### config.mk
export PLATFORM = sky130hd
export DESIGN_NAME = lvh_monitor
export DESIGN_NICKNAME = d
export VERILOG_FILES = /design/src/verilog/lvh_pkg.sv /design/src/verilog/lvh_monitor.sv
export SDC_FILE = /design/constraint.sdc
export NUM_CORES = 2
export LEC_CHECK = 0
export ABC_AREA = 1
export BUFFER_PORTS_ARGS = -buffer_cell sky130_fd_sc_hd__buf_2
export CAP_MARGIN = 0
export CELL_PAD_IN_SITES_DETAIL_PLACEMENT = 1
export CELL_PAD_IN_SITES_GLOBAL_PLACEMENT = 1
export CORE_ASPECT_RATIO = 1.2
export CORE_UTILIZATION = 40
export CTS_BUF_LIST = sky130_fd_sc_hd__clkbuf_4 sky130_fd_sc_hd__clkbuf_8
export DETAILED_ROUTE_END_ITERATION = 8
export PLACE_DENSITY_LB_ADDON = 0.1
export SETUP_SLACK_MARGIN = 0.05
export SLEW_MARGIN = 0
export SYNTH_ARGS = -nofsm -noshare
export SYNTH_HDL_FRONTEND = slang
export SYNTH_SLANG_ARGS = --single-unit
export TNS_END_PERCENT = 100
### constraint.sdc
create_clock -name clk_i -period 3.3 [get_ports clk_i]
set_input_delay 0 -clock clk_i [delete_from_list [all_inputs] [get_ports clk_i]]
set_output_delay 0 -clock clk_i [all_outputs]
set_load 0.01 [all_outputs]
### src/verilog/lvh_pkg.sv
`default_nettype none
package lvh_pkg;
  localparam int unsigned CLK_MHZ = 200;
  // Timebase tick for delays and cycle counters
  localparam int unsigned TICK_MS = 100;
  localparam int unsigned TICK_CYC = TICK_MS * 1000 * CLK_MHZ;
  localparam int unsigned CYC_BASE_S = 10;
  localparam int unsigned CYC_BASE_TICKS = CYC_BASE_S * 1000 / TICK_MS;
  localparam int unsigned VAL_W = 16;
  localparam logic [15:0] CO2_RANGE = 16'h07D0;
  localparam logic [15:0] HUM_RANGE = 16'h0064;
  localparam logic [1:0] EXT_NONE = 2'h0;
  localparam logic [1:0] EXT_ABS = 2'h1;
  localparam logic [1:0] EXT_PCT = 2'h2;
  localparam logic [1:0] EXT_TEACH = 2'h3;
  localparam logic OBJ_RST = 1'h0;
endpackage
`default_nettype wire

### src/verilog/lvh_monitor.sv
// How it works
// - Four carbon dioxide and two humidity channels, each enabled separately.
// - Configured threshold loads at initialisation and on every download.
// - Configured threshold stays until an external value replaces it.
// - Each channel has its own hysteresis and direction response.
// - Below-sets-on: 1 below threshold, 0 only above threshold plus hysteresis.
// - Zero hysteresis toggles the output on every threshold crossing.
// - A no-telegram state sends nothing and halts cycling until the opposite state.
// - Cyclic interval is cycle factor times ten seconds.
// - Undershooting again sends ON anew and resumes its cyclic repetition.
// - Threshold writable as 2-byte absolute or 1-byte percentage value.
// - Teach value 1 copies latest measurement into threshold; 0 ignored.
// - External or taught threshold stays until a later external value or a download.
// - Download discards external thresholds and restores configured ones.
// - Delays gate both on-change and cyclic transmissions.
// - Rising result uses switch-on delay, falling uses switch-off delay.
// - Without delay the delayed state follows the comparator at once.
// - With delay a timer runs; only on expiry state changes and sends.
// - Reverting before expiry stops the timer, keeps state, sends nothing.
// - Hysteresis band outside the range lets the state change only once.
// - On-change enabled sends the state on every transition, except into a no-telegram state.
// - Cycle factor zero disables cyclic transmission.
// - On-change telegrams never restart the cyclic period.
`timescale 1ns/1ps
`default_nettype none
module lvh_monitor #(
  parameter int unsigned N_CO2 = 4,
  parameter int unsigned N_HUM = 2,
  parameter int unsigned TICK_CYC = lvh_pkg::TICK_CYC
) (
  input wire logic clk_i,
  input wire logic rst_n_i,
  input wire logic cfg_load_i,
  input wire logic [15:0] co2_val_i,
  input wire logic co2_valid_i,
  input wire logic [15:0] hum_val_i,
  input wire logic hum_valid_i,
  input wire logic [N_CO2+N_HUM-1:0] ch_en_i,
  input wire logic [N_CO2+N_HUM-1:0][15:0] cfg_thr_i,
  input wire logic [N_CO2+N_HUM-1:0][15:0] cfg_hyst_i,
  input wire logic [N_CO2+N_HUM-1:0] below_threshold_sets_on_i,
  input wire logic [N_CO2+N_HUM-1:0] tel_on_i,
  input wire logic [N_CO2+N_HUM-1:0] tel_off_i,
  input wire logic [N_CO2+N_HUM-1:0] chg_send_i,
  input wire logic [N_CO2+N_HUM-1:0][7:0] cyc_factor_i,
  input wire logic [N_CO2+N_HUM-1:0][7:0] on_dly_i,
  input wire logic [N_CO2+N_HUM-1:0][7:0] off_dly_i,
  input wire logic [N_CO2+N_HUM-1:0][1:0] ext_mode_i,
  input wire logic [N_CO2+N_HUM-1:0] ext_wr_i,
  input wire logic [15:0] ext_val_i,
  output logic [N_CO2+N_HUM-1:0] tel_valid_o,
  output logic [N_CO2+N_HUM-1:0] tel_val_o,
  output logic [N_CO2+N_HUM-1:0][15:0] threshold_level_o
);
  localparam int unsigned N = N_CO2 + N_HUM;
  localparam int unsigned PW = $clog2(TICK_CYC + 1);

  typedef struct packed {
    logic loaded;
    logic [PW-1:0] pre;
    logic tick;
    logic [N-1:0][15:0] thr;
    logic [N-1:0] raw;
    logic [N-1:0] dly;
    logic [N-1:0][7:0] tmr;
    logic [N-1:0][14:0] cyc;
    logic [N-1:0] tv;
    logic [N-1:0] tval;
  } lvh_state_t;

  lvh_state_t s;
  lvh_state_t next_s;

  // Low channel indices belong to the carbon dioxide quantity
  function automatic logic is_co2(input int idx);
    return idx < int'(N_CO2);
  endfunction

  always_comb
  begin
    logic [15:0] meas;
    logic mv;
    logic [15:0] rng;
    logic [16:0] m17;
    logic [16:0] t17;
    logic [16:0] hi;
    logic [16:0] lo;
    logic [7:0] d;
    logic [14:0] per;
    meas = 16'h0000;
    mv = 1'b0;
    rng = 16'h0000;
    m17 = 17'h00000;
    t17 = 17'h00000;
    hi = 17'h00000;
    lo = 17'h00000;
    d = 8'h00;
    per = 15'h0000;
    next_s = s;
    next_s.tv = '0;
    next_s.loaded = 1'b1;
    next_s.tick = (s.pre == PW'(TICK_CYC - 1));
    next_s.pre = next_s.tick ? '0 : s.pre + 1'b1;
    for (int i = 0; i < N; i++)
    begin
      // Channels below N_CO2 watch the carbon dioxide value
      meas = is_co2(i) ? co2_val_i : hum_val_i;
      mv = is_co2(i) ? co2_valid_i : hum_valid_i;
      rng = is_co2(i) ? lvh_pkg::CO2_RANGE : lvh_pkg::HUM_RANGE;
      m17 = {1'b0, meas};
      t17 = {1'b0, s.thr[i]};
      // Band edges are not clipped to the range: a band past it never releases
      hi = t17 + {1'b0, cfg_hyst_i[i]};
      lo = t17 - {1'b0, cfg_hyst_i[i]};
      d = s.raw[i] ? on_dly_i[i] : off_dly_i[i];
      per = 15'(cyc_factor_i[i]) * 15'(lvh_pkg::CYC_BASE_TICKS);
      if (!s.loaded || cfg_load_i)
      begin
        next_s.thr[i] = cfg_thr_i[i];
        next_s.raw[i] = lvh_pkg::OBJ_RST;
        next_s.dly[i] = lvh_pkg::OBJ_RST;
        next_s.tmr[i] = 8'h00;
        next_s.cyc[i] = 15'h0000;
      end
      else if (!ch_en_i[i])
      begin
        next_s.raw[i] = lvh_pkg::OBJ_RST;
        next_s.dly[i] = lvh_pkg::OBJ_RST;
        next_s.tmr[i] = 8'h00;
        next_s.cyc[i] = 15'h0000;
      end
      else
      begin
        // Threshold changes only by an external write
        if (ext_wr_i[i])
        begin
          case (ext_mode_i[i])
            lvh_pkg::EXT_ABS: next_s.thr[i] = ext_val_i;
            lvh_pkg::EXT_PCT: next_s.thr[i] = 16'((24'(ext_val_i[7:0]) * 24'(rng)) >> 8);
            lvh_pkg::EXT_TEACH:
            begin
              if (ext_val_i[0])
                next_s.thr[i] = meas;
            end
            default: ;
          endcase
        end
        if (mv)
        begin
          // Comparator runs on each fresh sample only
          if (below_threshold_sets_on_i[i])
          begin
            if (m17 < t17)
              next_s.raw[i] = 1'b1;
            else if (m17 > hi)
              next_s.raw[i] = 1'b0;
          end
          else
          begin
            if (m17 > t17)
              next_s.raw[i] = 1'b1;
            else if (cfg_hyst_i[i] <= s.thr[i] && m17 < lo)
              next_s.raw[i] = 1'b0;
          end
        end
        if (s.raw[i] == s.dly[i])
          next_s.tmr[i] = 8'h00;
        else if (d == 8'h00 || (s.tmr[i] == 8'h01 && s.tick))
        begin
          next_s.dly[i] = s.raw[i];
          next_s.tmr[i] = 8'h00;
          if (chg_send_i[i] && (s.raw[i] ? tel_on_i[i] : tel_off_i[i]))
            next_s.tv[i] = 1'b1;
        end
        else if (s.tmr[i] == 8'h00)
          next_s.tmr[i] = d;
        else if (s.tick)
          next_s.tmr[i] = s.tmr[i] - 8'h01;
        // Cycle counter is never touched by on-change sends
        if (per == 15'h0000)
          next_s.cyc[i] = 15'h0000;
        else if (s.tick)
        begin
          if (s.cyc[i] >= per - 15'h0001)
          begin
            next_s.cyc[i] = 15'h0000;
            // Permission is taken from the value actually sent, which may commit this cycle
            if (next_s.dly[i] ? tel_on_i[i] : tel_off_i[i])
              next_s.tv[i] = 1'b1;
          end
          else
            next_s.cyc[i] = s.cyc[i] + 15'h0001;
        end
      end
      next_s.tval[i] = next_s.tv[i] ? next_s.dly[i] : s.tval[i];
    end
  end

  always_ff @(posedge clk_i or negedge rst_n_i)
  begin
    if (!rst_n_i)
      s <= '0;
    else
      s <= next_s;
  end

  assign tel_valid_o = s.tv;
  assign tel_val_o = s.tval;
  assign threshold_level_o = s.thr;

  logic run0;
  logic run1;
  logic run3;
  logic run4;
  assign run0 = s.loaded && !cfg_load_i && ch_en_i[0];
  assign run1 = s.loaded && !cfg_load_i && ch_en_i[1];
  assign run3 = s.loaded && !cfg_load_i && ch_en_i[3];
  assign run4 = s.loaded && !cfg_load_i && ch_en_i[4];
endmodule
`default_nettype wire

==> flow_summary.yaml <==
run_status:
  status: "finished, violations left"
  violations: "hold timing, setup timing"
route:
  ant_nets: 0
  met3_wirelength_um: 12500
  drc: 0
  wl_um: 205000
  wl_met1_um: 81000
  drt_iter0_markers: 2984
  drtPass1Iterations: 6
  routed-wl-met2_um: 99200
  vias_per_cell: 5.52
  dr_total_vias: 50700
  routedWlPerCell_um: 22.3
  top_layer: "met5"
clock_network:
  cts_root_buffer: "clkbuf_8"
  insertion_delay_ps: 740
  cts_tree: "built"
  cts_max_path_buffers: 3
  clk_pin_slew_ps: 70
  clock-sinks: 285
  cts_max_level: 2
  numCtsBuffers: 55
global_route:
  grt_overflow_total: 0
  grt_first_pass_wirelength_um: 300000
  grt_pass1_vias: 53000
  grt.total_usage_pct: 34.5
  grt_max_degree: 65
  antenna_found_initial: 34
timing:
  finalClockSkew_ps: 51.2
  finalSetupViolCount: 82
  whs_ps: -10.2
  max-slew-margin-rel_pct: 42.2
  report.final.slew_viol_count: 0
  period_share_pct: 110
  worst_slack_ps: -327
  layout_min_cycle_time_ps: 3630
  worst_slew_pin_slew_ps: 867
  hold_viol: 1
  grt_setup_unrepaired: "true"
  setup_tns_ps: -9280
  max_freq_ghz: 0.276
worst_setup_path:
  cp_top_family: "adder cells"
  crit_start: "cyc_factor_i[27]"
  critPathBufInv: 9
  path_class: "in2reg"
  cp.required_ps: 3890
  r2r_start: "threshold_level_o[68]"
  worst-path-max-fanout: 4
  start_kind: "input port"
  max_stage_delay_ps: 500
  r2r_cells: 18
  crit_top_cell: "nand2_1"
  reg2reg_slack_ps: -150
  r2r-end: "s[160]"
  cp.arrival_ps: 4220
  cp_slowest_cell: "fa_1"
  cp-end-kind: "flip-flop"
logic_synthesis:
  synth_ff_type: "dfrtp_1"
  ys_ff_latch: 285
  synth_edf_count: 0
  syn-num-nets: 7562
  synthCells: 6238
  ys_top_cells_by_area: "ha_1 (24%), dfrtp_1 (16%), nand2_1 (9.7%)"
  ys_warn_count: 0
  synth_area_leader_cell: "ha_1"
  postSynthAreaPerCell_um2: 7.05
  synth.distinct_cells: 70
  ys_seq_area_share_pct: 16.2
  synth_top_area_share_pct: 23.7
  postSynth.asyncResetShare_pct: 100
  syn_area_um2: 44000
floorplanning:
  coreArea_um2: 109000
  die_height_um: 365
  ios: 545
  die_x_um: 305
  rows: 132
  start_util_pct: 40.6
  die_area_um2: 111000
worst_hold_path:
  min_to: "threshold_level_o[50]"
  hold_start: "ext_val_i[2]"
  hold_depth: 6
  hold_class: "in2reg"
placed_design:
  place_hpwl_um: 156000
  portBuffers: 544
  place.gp.congestion: 1.00
pwr:
  ir_drop_mv: 0.305
  leakage_nw: 31.2
  power_density_nw_per_um2: 414
  p_total_w: 0.0257
cells_and_area:
  finalCoreUtilization_pct: 57.3
  drive_gt1_share_pct: 29.3
  fin_nets: 9028
  syn_to_final_growth_pct: 41.3
flow_run:
  drv_cap: 0
-- synth_stat cells (5+ instances only) --
library cell	number
nand2_1	1137
inv_1	923
ha_1	833
nor2_1	528
a21oi_1	463
nand3_1	289
dfrtp_1	285
xor2_1	277
o21ai_0	253
nand4_1	125
buf_4	120
nor3_1	106
o22ai_1	81
buf_2	77
xnor2_1	74
o211ai_1	55
fa_1	54
o221ai_1	42
a31oi_1	41
o21ai_1	37
nor4_1	33
clkbuf_1	32
nand3b_1	26
a21o_1	25
a221oi_1	25
o21bai_1	23
inv_2	22
nor3_2	22
nor2_2	20
a211oi_1	16
a22oi_1	16
nand2_2	16
o2111ai_1	16
o21ai_2	13
or2_2	13
o31ai_1	12
and3_1	9
clkinv_1	8
o21a_1	8
a32o_1	6
buf_6	6
nand3_2	6
a21boi_0	5
and2_1	5
buf_1	5
-- cells in the final DEF, fill, tap and decap left out, types with 21 or more instances in the layout --
cell type      instances
a21o_1                25
a21oi_1              383
a21oi_2               67
a221oi_1              25
a31oi_1               22
buf_2                519
buf_4                755
buf_6                 44
clkbuf_8              73
dfrtp_1              268
dlygate4sd3_1        306
fa_1                  40
ha_1                 711
ha_4                 107
inv_1                863
inv_2                 68
nand2_1             1028
nand2_2               98
nand2_4               28
nand3_1              214
nand3_2               71
nand3b_1              26
nand4_1              125
nor2_1               458
nor2_2                70
nor2_4                21
nor3_1                80
nor3_2                45
nor4_1                26
o211ai_1              55
o21ai_0              210
o21ai_1               63
o21ai_2               24
o21bai_1              22
o221ai_1              38
o22ai_1               59
xnor2_1               70
xor2_1               253
xor2_2                24
-- metal layers --
layer / vias up / global-route usage, %
met2: 1525 / 61.1
met4: 28 / 15.5
li1: 23700 / -
met1: 24800 / 40.6
met3: 565 / 5.77
met5: - / 0
-- registers in the layout, indices dropped and copies added (netlist names) --
signal	cells
threshold_level_o	96
tel_valid_o	6
tel_val_o	6
s	177
-- timing repair --
action | 4_1_cts | 5_1_grt
buffers inserted | 61 | 51
pin swaps | 255 | 323
endpoints found under the hold margin | 470 | 0
gates resized for setup | 352 | 492
gates cloned | 1 | 1
hold buffers | 307 | 0
endpoints found under the setup margin | 105 | 140
-- how the worst max path moves through the flow --
stage | endpoint | slack (ps) | cells past startpoint
floorplan | s[77] | -520 | 24
global placement | s[77] | -820 | 24
detailed placement | tel_val_o[3] | -990 | 29
CTS | s[160] | -250 | 23
global route | tel_val_o[3] | -560 | 30
finish | tel_val_o[3] | -330 | 32
-- per-stage QoR --
step / area, µm² / hold WS [ps] / instances / setup slack [ps]
5_1_grt: 62100 / 28.9 / 9163 / -564
2_1_floorplan: 44800 / -296 / 6238 / -523
4_1_cts: 59500 / 1.45 / 9108 / -246
3_5_place_dp: 53000 / 29.9 / 8639 / -989
3_3_place_gp: 53000 / 26.8 / 8639 / -823
6_report: 62200 / -10.2 / 9172 / -327
-- worst min-delay path, stage by stage --
cell	delay, ps
buf_4	130
buf_6	140
a22oi_1	80
nand3_1	120
o211ai_1	100
o21ai_0	90
-- logic make-up after synthesis --
group | count (synthesis) | share of synthesized area, %
compound gates | 1156 | 15.5
xor+xnor | 354 | 7.10
fa+ha+maj | 887 | 26.1
buf+inv | 1193 | 11.5
flops | 285 | 16.2
mux | 4 | 0.0910
other cells | 1 | 0.00852
simple gates | 2358 | 23.5
-- layout make-up --
class	instances	area (µm²)
Antenna cell	16	40.0
Clock buffer	88	1120
Clock inverter	14	205
Fill cell	13700	46300
Inverter	953	3620
Multi-Input combinational cell	4761	36000
Sequential cell	285	7160
Tap cell	1407	1760
Timing Repair Buffer	1647	12200
Timing Repair inverter	1	7.51
-- power by group --
part           leakage [nW]  switching [W]  internal (W)  total, W
Clock                 0.685        0.00188       0.00253   0.00442
Combinational          26.8        0.00967       0.00772    0.0174
Sequential             3.72       0.000248       0.00366   0.00391
Total                  31.2         0.0118        0.0139    0.0257
No activity file was read; power rests on OpenSTA's default activity.
